--- config.mk ---
export PLATFORM = sky130hd
export DESIGN_NAME = epi_top
export DESIGN_NICKNAME = d
export VERILOG_FILES = /design/src/epi_pkg.sv /design/src/epi_top.sv /design/src/epi_prio.sv
export SDC_FILE = /design/constraint.sdc
export NUM_CORES = 1
export LEC_CHECK = 0
export BUFFER_PORTS_ARGS = -buffer_cell sky130_fd_sc_hd__buf_2
export CORE_MARGIN = 2
export CORE_UTILIZATION = 52
export DETAILED_ROUTE_END_ITERATION = 16
export GPL_TIMING_DRIVEN = 1
export PLACE_DENSITY = 0.89
export REMOVE_ABC_BUFFERS = 1
export SLEW_MARGIN = 20
export SYNTH_ARGS = -nofsm -noshare
export SYNTH_HDL_FRONTEND = slang
export SYNTH_SLANG_ARGS = --single-unit
--- constraint.sdc ---
create_clock -name ref_clk_i -period 4 [get_ports ref_clk_i]
set_input_delay 0.4 -clock ref_clk_i [delete_from_list [all_inputs] [get_ports ref_clk_i]]
set_output_delay 0.4 -clock ref_clk_i [all_outputs]
set_load 0.01 [all_outputs]
--- src/epi_pkg.sv ---
// Functional notes
// [RQ1] pin events only while pin enable is 1
// [RQ2] software picks asserted level and edge polarity
// [RQ3] software picks edge-only or edge-and-level detection
// [RQ4] events always set flag; request needs enable
// [RQ5] pull device on when enabled, not disabled
// [RQ6] pull toward deasserted level: up or down
// [RQ7] pull disable bit 1 turns pull device off
// [RQ8] bus-clock synchronous logic watches the pin
// [RQ9] stop mode uses separate wake path
// [RQ10] pin level offered to branch-on-pin instructions
// [RQ11] edge is deasserted-to-asserted move, sets flag
// [RQ12] level mode holds flag while pin asserted
// [RQ13] sources forward requests only when enabled
// [RQ14] finish instruction, stack five bytes, mask, vector
// [RQ15] vector high byte first, low byte next
// [RQ16] fixed priority, lower vector number wins
// [RQ17] pin vector 3, reset vector 0 addresses
// [RQ18] global mask set after any reset
// [RQ19] acknowledge clears flag; controls reset to zero
package epi_pkg;

  localparam int VEC_COUNT = 32;
  localparam int VEC_W = 5;

  // fixed vector numbers of the sources handled here
  localparam logic [VEC_W-1:0] VEC_RESET = 5'h00;
  localparam logic [VEC_W-1:0] VEC_TRAP = 5'h01;
  localparam logic [VEC_W-1:0] VEC_LOWV = 5'h02;
  localparam logic [VEC_W-1:0] VEC_PIN = 5'h03;

  // vector 0 sits at the top word, each lower priority two bytes down
  localparam logic [15:0] VEC_TOP_ADDR = 16'hfffe;

  // stacking order, one byte per step
  localparam logic [2:0] PUSH_PCL = 3'h0;
  localparam logic [2:0] PUSH_PCH = 3'h1;
  localparam logic [2:0] PUSH_X = 3'h2;
  localparam logic [2:0] PUSH_A = 3'h3;
  localparam logic [2:0] PUSH_CCR = 3'h4;

  typedef enum logic [4:0]
  {
    ST_IDLE = 5'h01,
    ST_PUSH = 5'h02,
    ST_VEC_HI = 5'h04,
    ST_VEC_LO = 5'h08,
    ST_BOOT = 5'h10
  } epi_state_t;

  // address of the high byte of a vector
  function automatic logic [15:0] epi_vec_addr(input logic [VEC_W-1:0] n);
    epi_vec_addr = VEC_TOP_ADDR - {10'h000, n, 1'b0};
  endfunction

endpackage

--- src/epi_top.sv ---
`timescale 1ns/1ps
`default_nettype none

module epi_top
  import epi_pkg::*;
(
  input wire logic ref_clk_i,
  input wire logic reset_n_i,
  // external request pin, raw and asynchronous
  input wire logic ext_request_pin_i,
  // pin control bits
  input wire logic ext_request_pin_enable_i,
  input wire logic edge_polarity_select_i,
  input wire logic detect_mode_select_i,
  input wire logic pull_device_disable_i,
  input wire logic pin_interrupt_enable_i,
  input wire logic flag_acknowledge_i,
  input wire logic stop_mode_i,
  // other interrupt sources
  input wire logic [VEC_COUNT-1:0] source_flag_i,
  input wire logic [VEC_COUNT-1:0] source_enable_i,
  // cpu side
  input wire logic software_trap_i,
  input wire logic instr_boundary_i,
  input wire logic mask_clear_i,
  input wire logic mask_set_i,
  input wire logic [15:0] cpu_pc_i,
  input wire logic [15:0] cpu_sp_i,
  input wire logic [7:0] cpu_x_i,
  input wire logic [7:0] cpu_a_i,
  input wire logic [7:0] cpu_ccr_i,
  input wire logic [7:0] mem_rdata_i,
  // pin status and pad control
  output logic pin_event_flag_o,
  output logic pin_irq_o,
  output logic pull_enable_o,
  output logic pull_up_o,
  output logic branch_if_pin_high_o,
  output logic branch_if_pin_low_o,
  output logic wake_o,
  // vectoring outputs
  output logic global_mask_o,
  output logic entry_busy_o,
  output logic mem_write_o,
  output logic mem_read_o,
  output logic [15:0] mem_addr_o,
  output logic [7:0] mem_wdata_o,
  output logic [VEC_W-1:0] vector_number_o,
  output logic [15:0] handler_addr_o,
  output logic handler_valid_o
);

  // whole block state
  typedef struct packed
  {
    logic pin_meta;
    logic pin_sync;
    logic asserted_prev;
    logic flag;
    logic irq;
    logic pull_en;
    logic pull_up;
    logic pin_high;
    logic pin_low;
    logic wake;
    logic mask;
    logic trap;
    epi_state_t state;
    logic [2:0] step;
    logic [VEC_W-1:0] vec;
    logic [15:0] pc;
    logic [15:0] sp;
    logic [7:0] x;
    logic [7:0] a;
    logic [7:0] condition_code_register;
    logic [7:0] vec_hi;
    logic [15:0] addr;
    logic [7:0] wdata;
    logic wr;
    logic rd;
    logic [15:0] handler;
    logic handler_valid;
    logic busy;
  } epi_regs_t;

  // controls clear, mask set, reset vector fetch armed
  localparam epi_regs_t REGS_RESET = '{
    state: ST_BOOT,
    asserted_prev: 1'b1, // no false edge from the cleared pin copy
    mask: 1'b1,
    busy: 1'b1,
    default: '0
  };

  logic rst_meta_q;
  logic rst_sync_q;
  epi_regs_t q;
  epi_regs_t d;
  logic [VEC_COUNT-1:0] pending;
  logic req_found;
  logic [VEC_W-1:0] req_number;
  logic asserted_now;
  logic edge_seen;
  logic level_hold;

  // reset release is synchronised, assertion stays asynchronous
  always_ff @(posedge ref_clk_i or negedge reset_n_i)
  begin
    if (!reset_n_i)
    begin
      rst_meta_q <= 1'b0;
      rst_sync_q <= 1'b0;
    end
    else
    begin
      rst_meta_q <= 1'b1;
      rst_sync_q <= rst_meta_q;
    end
  end

  // pin detection terms, all on the synchronised copy
  always_comb
  begin
    // polarity 0 means falling edge / low level, 1 rising / high
    asserted_now = edge_polarity_select_i ? q.pin_sync
                                          : ~q.pin_sync; // RQ2
    edge_seen = ext_request_pin_enable_i & asserted_now
                & ~q.asserted_prev; // RQ1 RQ11
    level_hold = ext_request_pin_enable_i & detect_mode_select_i
                 & asserted_now; // RQ3 RQ12
  end

  // requests presented to the priority encoder
  always_comb
  begin
    // maskable sources need their own enable and a clear global mask
    pending = source_flag_i & source_enable_i
              & {VEC_COUNT{~q.mask}}; // RQ13
    pending[VEC_PIN] = q.irq & ~q.mask; // RQ4
    pending[VEC_TRAP] = q.trap; // trap ignores the mask
    pending[VEC_RESET] = 1'b0; // reset is never a request
  end

  epi_prio
  #(
    .N(VEC_COUNT),
    .W(VEC_W)
  )
  u_prio
  (
    .pending_i(pending),
    .found_o(req_found),
    .number_o(req_number)
  );

  // next state of the whole block
  always_comb
  begin
    d = q;

    // two-stage synchroniser; the first stage feeds only the second
    d.pin_meta = ext_request_pin_i; // RQ8
    d.pin_sync = q.pin_meta;
    d.asserted_prev = asserted_now;

    // set wins over acknowledge, level mode refuses the clear
    d.flag = edge_seen | level_hold
             | (q.flag & ~flag_acknowledge_i); // RQ4 RQ12 RQ19
    d.irq = d.flag & pin_interrupt_enable_i; // RQ4 RQ13

    // pull toward the deasserted level
    d.pull_en = ext_request_pin_enable_i
                & ~pull_device_disable_i; // RQ5 RQ7
    d.pull_up = ~edge_polarity_select_i; // RQ6

    // branch conditions see the pin only while it is the request input
    d.pin_high = ext_request_pin_enable_i & q.pin_sync; // RQ10
    d.pin_low = ext_request_pin_enable_i & ~q.pin_sync; // RQ10

    // wake request while the core sleeps; level based so it survives
    // a stalled clock and needs no edge history from before the stop
    d.wake = stop_mode_i & ext_request_pin_enable_i
             & asserted_now; // RQ9

    // software trap stays pending until its entry starts
    d.trap = q.trap | software_trap_i;

    // software mask control only between entries
    if (q.state == ST_IDLE)
    begin
      if (mask_set_i)
      begin
        d.mask = 1'b1;
      end
      else if (mask_clear_i)
      begin
        d.mask = 1'b0;
      end
    end

    // single-cycle strobes default low
    d.wr = 1'b0;
    d.rd = 1'b0;
    d.handler_valid = 1'b0;

    case (q.state)
      ST_BOOT:
      begin
        // first action after reset: fetch the shared reset vector
        d.vec = VEC_RESET;
        d.addr = epi_vec_addr(VEC_RESET); // RQ17
        d.rd = 1'b1;
        d.busy = 1'b1;
        d.state = ST_VEC_HI;
      end

      ST_IDLE:
      begin
        // entry only at an instruction boundary
        if (instr_boundary_i && req_found) // RQ14
        begin
          d.vec = req_number; // RQ16
          d.pc = cpu_pc_i;
          d.sp = cpu_sp_i;
          d.x = cpu_x_i;
          d.a = cpu_a_i;
          d.condition_code_register = cpu_ccr_i;
          if (req_number == VEC_TRAP)
          begin
            d.trap = software_trap_i; // a new trap is kept
          end
          // first push goes out right away
          d.addr = cpu_sp_i;
          d.wdata = cpu_pc_i[7:0]; // RQ14
          d.wr = 1'b1;
          d.step = PUSH_PCH;
          d.busy = 1'b1;
          d.state = ST_PUSH;
        end
      end

      ST_PUSH:
      begin
        // stack grows downward, one byte a cycle
        d.addr = q.addr - 16'h0001;
        d.wr = 1'b1;
        d.step = q.step + 3'h1;
        case (q.step)
          PUSH_PCH: d.wdata = q.pc[15:8];
          PUSH_X: d.wdata = q.x;
          PUSH_A: d.wdata = q.a;
          PUSH_CCR: d.wdata = q.condition_code_register; // stacked before the mask is set
          default: d.wdata = q.condition_code_register;
        endcase
        if (q.step == PUSH_CCR)
        begin
          d.state = ST_VEC_HI;
        end
        // last push done: mask, then address the vector
        if (q.step == PUSH_CCR + 3'h1)
        begin
          d.wr = 1'b0;
          d.step = PUSH_PCL;
          d.mask = 1'b1; // RQ14
          d.addr = epi_vec_addr(q.vec); // RQ17
          d.rd = 1'b1;
        end
      end

      ST_VEC_HI:
      begin
        if (q.rd)
        begin
          // high byte is taken in the same cycle as its read strobe
          d.vec_hi = mem_rdata_i; // RQ15
          d.addr = q.addr + 16'h0001;
          d.rd = 1'b1;
          d.state = ST_VEC_LO;
        end
        else
        begin
          // finishing the last push before the read goes out
          d.wr = 1'b0;
          d.step = PUSH_PCL;
          d.mask = 1'b1; // RQ14
          d.addr = epi_vec_addr(q.vec); // RQ17
          d.rd = 1'b1;
        end
      end

      ST_VEC_LO:
      begin
        // low byte at the next higher address completes the handler
        d.handler = {q.vec_hi, mem_rdata_i}; // RQ15
        d.handler_valid = 1'b1;
        d.busy = 1'b0;
        d.mask = 1'b1; // RQ18
        d.state = ST_IDLE;
      end

      default:
      begin
        d.state = ST_IDLE;
        d.busy = 1'b0;
      end
    endcase
  end

  // the one register bank of the block
  always_ff @(posedge ref_clk_i or negedge rst_sync_q)
  begin
    if (!rst_sync_q)
    begin
      q <= REGS_RESET; // RQ18 RQ19
    end
    else
    begin
      q <= d;
    end
  end

  // every output straight from the register bank
  assign pin_event_flag_o = q.flag;
  assign pin_irq_o = q.irq;
  assign pull_enable_o = q.pull_en;
  assign pull_up_o = q.pull_up;
  assign branch_if_pin_high_o = q.pin_high;
  assign branch_if_pin_low_o = q.pin_low;
  assign wake_o = q.wake;
  assign global_mask_o = q.mask;
  assign entry_busy_o = q.busy;
  assign mem_write_o = q.wr;
  assign mem_read_o = q.rd;
  assign mem_addr_o = q.addr;
  assign mem_wdata_o = q.wdata;
  assign vector_number_o = q.vec;
  assign handler_addr_o = q.handler;
  assign handler_valid_o = q.handler_valid;

endmodule

`default_nettype wire

--- src/epi_prio.sv ---
`timescale 1ns/1ps
`default_nettype none

// pure priority encoder; the caller registers the result
module epi_prio
#(
  parameter int N = 32,
  parameter int W = 5
)
(
  input wire logic [N-1:0] pending_i,
  output logic found_o,
  output logic [W-1:0] number_o
);

  // scan downward so the lowest pending number is the last one kept
  always_comb
  begin
    found_o = 1'b0;
    number_o = '0;
    for (int i = N - 1; i >= 0; i--)
    begin
      if (pending_i[i])
      begin
        found_o = 1'b1;
        number_o = W'(i); // RQ16
      end
    end
  end

endmodule

`default_nettype wire

# [After elaboration in Yosys (flattened, before gate mapping)]
# Cells that the tools add are included.
[classes] reduce_logical=15 mux=91 n_eq_ne=15 n_bitwise=24 add_sub_neg=4
[ops] cell="$mux 5" count=33
[ops] cell="$mux 70" count=1
[ops] cell="$and 32x32->32" count=2
[ops] cell="$pmux 16 s4" count=1
[ops] cell="$mux 1" count=41
[ops] cell="$mux 16" count=2
[ops] cell="$mux 25" count=1
[ops] cell="$pmux 8 s3" count=1
[ops] cell="$pmux 5 s4" count=1
[ops] cell="$add 16x1->16 const B" count=1
[ops] cell="$pmux 8 s2" count=1
[ops] cell="$sub 16x1->16 const B" count=1
[ops] cell="$and 1x1->1" count=12
[ops] cell="$reduce_and 2->1" count=6
[ops] cell="$eq 5x1->1 const B" count=2
[ops] cell="$pmux 5 s2" count=1
[ops] cell="$pmux 3 s3" count=1
[ops] cell="$sub 2x7->8 const A" count=1
[ops] cell="$not 1->1" count=7
[ops] cell="$eq 3x2->1 const B" count=2
[ops] cell="$eq 3x3->1 const B" count=2
[ops] cell="$mux 3" count=2
[ops] cell="$ne 2x2->1 const B" count=3
[ops] cell="$pmux 1 s3" count=2
[ops] cell="other kinds (16)" count=22
[word_totals] out_inout_bits=57 ff_bits=135

# [Logic depth before layout (Yosys ltp)]
[depth] word_depth=37 mapped_depth=9

# [By module]
# A second synthesis with hierarchy kept.
[hier_totals] cells_unflattened=801 hier_area_um2=6392.4
[modules_own_cells] mod="epi_top" seq_area_each_um2=2782.7 n_inst=1 cells_each=736 area_each_um2=6022.0
[modules_own_cells] mod="epi_prio" seq_area_each_um2=0.0 n_inst=1 cells_each=65 area_each_um2=370.4

# [Least setup slack after synthesis]
# OpenSTA, ideal clock, no wires.
[synth_path] path_kind="input to register" from="input source_flag_i[9]" to="register q (netlist bit mem_addr_o[13])" path_buffers=0 stages=7 arrival_time_ns=2.024 setup_slack_ns=1.841 cell_sequence="a22oi_1 a41oi_2 or3_4 o211a_4 a2111oi_4 a21boi_1 a2bb2oi_1"
[synth_between] elab_chain_len=14
[synth_rtl] element="start, declared" line="epi_top.sv:20" rtl="input wire logic [VEC_COUNT-1:0] source_flag_i,"
[synth_rtl] element="$and 32x32->32" line="epi_top.sv:137" rtl="pending = source_flag_i & source_enable_i"
[synth_rtl] element="$and 32x32->32" line="epi_top.sv:138" rtl="& {VEC_COUNT{~q.mask}};"
[synth_rtl] element="$mux 1 (9 in a row)" line="epi_prio.sv:23" rtl="if (pending_i[i])"
[synth_rtl] element="$logic_and 1x1->1" line="epi_top.sv:220" rtl="if (instr_boundary_i && req_found)"
[synth_rtl] element="$ne 2x1->1 (no source line)"
[synth_rtl] element="$reduce_and 2->1 (no source line)"
[synth_rtl] element="end signal, assigned" line="epi_top.sv:314" rtl="q <= REGS_RESET;"
[synth_rtl] element="end signal, assigned" line="epi_top.sv:318" rtl="q <= d;"
[synth_rtl] element="end, declared" line="epi_top.sv:97" rtl="epi_regs_t q;"
# Every way passes these cells.
# A chain may end at the register's enable or synchronous reset.

# [Worst setup path in the final report]
[layout_path] from="register q (netlist bit global_mask_o)" to="register q (netlist bit mem_addr_o[13])"
[layout_between] elab_chain_len=36 elab_cells_between_ends=37 classes_between="1 x eq/ne; 31 x mux; 3 x bitwise; 2 x reduce/logical"
[layout_rtl] element="$not 1->1 *" line="epi_top.sv:138, epi_top.sv:139"
[layout_rtl] element="$and 32x32->32" line="epi_top.sv:138"
[layout_rtl] element="$mux 1 (29 in a row)" line="epi_prio.sv:23"
[layout_rtl] element="$mux 1 * (2 in a row)" line="epi_prio.sv:23"
[layout_rtl] element="$logic_and 1x1->1 *" line="epi_top.sv:220"
[layout_rtl] element="$ne 2x1->1 (no source line) *"
[layout_rtl] element="$reduce_and 2->1 (no source line) *"
# Every way passes the cells marked *; elsewhere a longest branch is shown, timed or not.

==> results <==
- The run finished with clean final reports.
- In this run the tightest slew margin relative to its limit is 34.3%.
- The number of placed instances, taps included is 1014.
- The synthesized netlist contains 69 unique library cells.
- STA classifies the critical path endpoint as a register.
- Between clock sinks in the finished design, the worst skew comes to approximately 12 ps.
- Based on the critical path, the design can be clocked at up to 360 MHz.
- The critical path required time is 4230 ps.
- The worst hold path depth is 1.
- The proportion of register bits with asynchronous set or reset after synthesis is 100%.
- The sequential share of power is between 40% and 50%.
- The final critical path takes up 69.4% of the cycle.
- Setup slack on the critical path of the routed design comes to around 1200 ps.
- The number of resized instances in the post-cts repair step is 0.
- The met3 demand-to-capacity share in global routing is 4.25%.
- The post-place instance area is roughly 6900 um^2.
- Clock-pin slew was measured on the worst setup and hold paths at 80 ps.
- The number of clock buffers inserted by TritonCTS is 9.
- For this configuration, the core starts out at a cell density of 52.6%.
- On the critical path, the stage with the largest delay is an instance of dfstp_2.
- The number of enable-type register cells in the synthesized netlist is 0.
- The tool flagged a number of max-cap violations equal to 0.
- The total vias in the final route is 5902.
- At the later pin of the worst-skew pair, clock insertion delay measures 350 ps.
- The wire length after detailed routing is ~16000 um.
- The leakage dissipation is 3.52 nW.
- The share of total power dissipated in combinational logic is roughly 37%.
- The number of global-route vias before repair is 5587.
- The completed layout was analyzed and its total power is 4.52 mW.
- IR analysis of the VDD net gives a maximum drop of between 0.3 and 0.4 mV.
- After synthesis, the mean cell area works out to around 8.3 um^2.
- The hold violation total from the final report was 0.
- Power spread over the standard cell area amounts to around 620 nW/um^2.
- The worst hold margin is around 150 ps.
- The buffer cell driving the clock tree root is clkbuf_16.
- The met2 capacity usage during global routing is about two fifths.
- The actual transition at the worst max-transition pin is slightly below 1000 ps.
- The overall fraction of global-route tracks in use is 25.4%.
- Along the worst path, the maximum fanout reaches 52.
- The number of antenna violations at the first check in global routing was 0.
- The clock network fraction of design power is about a fifth.
- Counting both buffers and inverters, the worst setup path holds a total of 0.
- The max-slew violation total from the final report is 0.
- The mapped cell area is 6240 um^2.
- The die outline area is roughly 13000 um^2.
- The analysis attributes to net switching a power of 1.85 mW.
- Subtracting the final worst setup slack from the clock period gives 2780 ps.
- In this run the register-to-register setup slack is about 1200 ps.
- The kind of cell with the highest combined delay along the critical path is compound AO/OA/AOI/OAI gates.
- Detailed placement finished with a half-perimeter wire length of 11400 um.
- The deepest level of the CTS H-tree is 3.
- The area growth from synthesis to layout is 16.1%.
- The Yosys step of the flow raised 0 warnings.
- STA classifies the critical path startpoint as a register.
- Setup violations remaining at the end of the flow were counted as 0.
- Setup repair after global routing left no endpoint under its margin.
- The startpoint of the lowest-slack register-to-register path is global_mask_o.
- Walking the worst path, the cells encountered are o21bai_1 > or3_4 > o211a_4 > a2111oi_4 > a21boi_1 > a2bb2oi_1.
- The setup TNS after final layout is 0 ps.
- The number of instances in the synthesized netlist is 751.
- The sequential area share after synthesis is 44.6%.
- The most common flop cell mapped by yosys is dfrtp_1.
- Dividing the detail-routed wire length by the instance count gives about 16 um.
- about 200 I/O pins were placed.
- The switching portion of total power is 40.9%.
- The internal power consumption is roughly 2.7 mW.
- After routing the design area is about 7200 um^2.
- The arrival time of the worst setup path is roughly 3000 ps.
- After floorplanning, the core was divided into 40 placement rows.
- The global routing stage identified its most utilized layer as met2.
- The count of nets left with antenna violations after detail routing is 0.
- After detailed routing, the number of remaining DRC violations is 0.
- The source of the worst hold timing path is ext_request_pin_i.
- The number of cells traversed by the worst register-to-register path is 6.
- Cells fill 61.1% of the core in the end.
- The first TritonRoute pass finished after 5 iterations.
- Entering global routing, the biggest net connects 78 pins.
- The fraction of final layout cells with drive strength greater than 1 is between 20% and 30%.
- In this run, synthesis produced a sequential element count of 111.
- The first-pass GRT wire length is 26500 um.
- The clock passes through at most 2 buffers.
- The global route total overflow is 0.
- The first-iteration detailed-routing DRC count is 537.
- The number of antenna repair diodes is 0.
- At the end of the flow, the number of nets in the layout was just over 1000.
- The clock tree from TritonCTS is done.
- From left edge to right edge, the die measures 114 um.
- The number of cells in the finished layout apart from fillers is 1031.
- The tightest min-delay check is of the input pin to register type.
- Buffers placed on the I/O ports in this run total between 150 and 200.
- The die is between 100 and 150 um tall.
- By startpoint and endpoint, the worst setup path is classified as register to register.
- CTS saw between 100 and 150 sinks.
- The highest cell delay on the worst timing path is 810 ps.
- The met1 global-route usage is roughly 34%.
- For hold timing, the worst endpoint is d[131].
- The placer congestion estimate is 0.953.
- The worst register-to-register path ends at mem_addr_o[13].
- In this run the standard cell core region covers 11900 um^2.
- At the placement stage, the worst setup path has a slack of 1250 ps.
- The mean number of vias per cell is 5.72.
==> cell usage in the layout (no fill, tap or decap), drive strengths merged, types with 6 or more instances in the layout <==
cell type  count
nand2        224
buf          197
dfrtp        107
a21oi         68
nor2          47
o21ai         23
a22oi         22
nor3          17
inv           16
a221oi        14
nand3         12
clkbuf        11
and2           7
a31oi          7
o221ai         6
nor3b          6
==> Yosys cell counts (all sizes together), types with 2 or more instances <==
cell type	n	share of area [%]
nor2b	3	0.30
xnor2	3	0.42
buf	63	6.9
nor4	3	0.30
nand2b	3	0.30
o31ai	4	0.48
a22oi	22	3.2
and3	4	0.40
or4	2	0.24
nor3	17	1.5
a32oi	4	0.56
nor2	47	2.8
o221a	3	0.54
a41oi	3	0.54
a211oi	2	0.24
or2	2	0.20
o21ai	23	1.8
nand3b	5	0.60
o221ai	6	0.84
xor2	5	0.70
a221oi	14	2.0
inv	12	0.72
a21o	4	0.48
a221o	2	0.32
nand4	5	0.50
and2	7	0.70
nand2	224	14
nand3	12	0.96
nor3b	6	0.80
a21oi	68	5.5
a31oi	7	0.70
conb	2	0.12
dfstp	4	1.7
o211ai	3	0.44
o22ai	5	0.50
ha	3	0.60
or3	5	0.58
clkbuf	18	1.1
a2111oi	4	0.86
dfrtp	107	43
==> worst register-to-register path: cells and delay by family (launching register included) <==
| family | cells | cell delay (ps) |
|---|---|---|
| compound gates | 5 | 1400 |
| flops | 1 | 810 |
| simple gates | 1 | 440 |
==> worst max-delay path by stage <==
stage / from / to / slack [ps] / cells past startpoint
6_report: global_mask_o / mem_addr_o[13] / 1220 / 6
5_1_grt: q[118] / mem_addr_o[13] / 1040 / 6
4_1_cts: global_mask_o / mem_addr_o[13] / 1240 / 6
3_5_place_dp: global_mask_o / mem_addr_o[13] / 1250 / 6
3_3_place_gp: source_flag_i[9] / mem_addr_o[13] / 1290 / 8
2_1_floorplan: rst_sync_q / branch_if_pin_high_o / 690 / 0
==> cell type report <==
type | instances | area [um^2]
sequential | 111 | 2790
clock inverter | 5 | 47.5
multi-input combinational | 546 | 2930
clock buffer | 11 | 243
inverter | 13 | 48.8
timing repair buffer | 198 | 1010
tap | 147 | 184
fill | 1052 | 4620
==> metal layers <==
layer,wire [um],up-vias,part of all wire [%]
li1,-,2835,-
met1,6630,2763,41
met2,7860,266,49
met3,1150,38,7.2
met4,394,0,2.5
met5,0,-,0
==> registers in the layout, summed over array words and instances (netlist names), 5 cells and up <==
name	flops
mem_addr_o	16
mem_wdata_o	8
vector_number_o	5
q	50
handler_addr_o	16
==> power by group through the flow <==
stage	Combinational [mW]	Sequential [mW]	Clock, mW
floorplan	1.04	1.94	0
global placement	1.62	1.94	0
detailed placement	1.67	1.96	0
CTS	1.68	1.94	0.897
global route	1.89	2.02	0.949
finish	1.69	1.95	0.884
==> logic make-up (layout without fill, tap and decap cells) <==
group           count (synthesis)  count (layout)  synth area share, %
fa+ha+maj                       3               3                0.602
buf+inv                        94             227                 8.72
flops                         111             111                 44.6
mux                             1               1                0.160
other cells                     2               2                0.120
compound gates                185             185                 20.6
xor+xnor                        8               8                 1.12
simple gates                  347             347                 24.0
==> repair_timing <==
action	CTS	global route
buffers inserted	0	0
endpoints found under the hold margin	2	0
hold buffers	1	0
(Power assumes the default switching activity.)
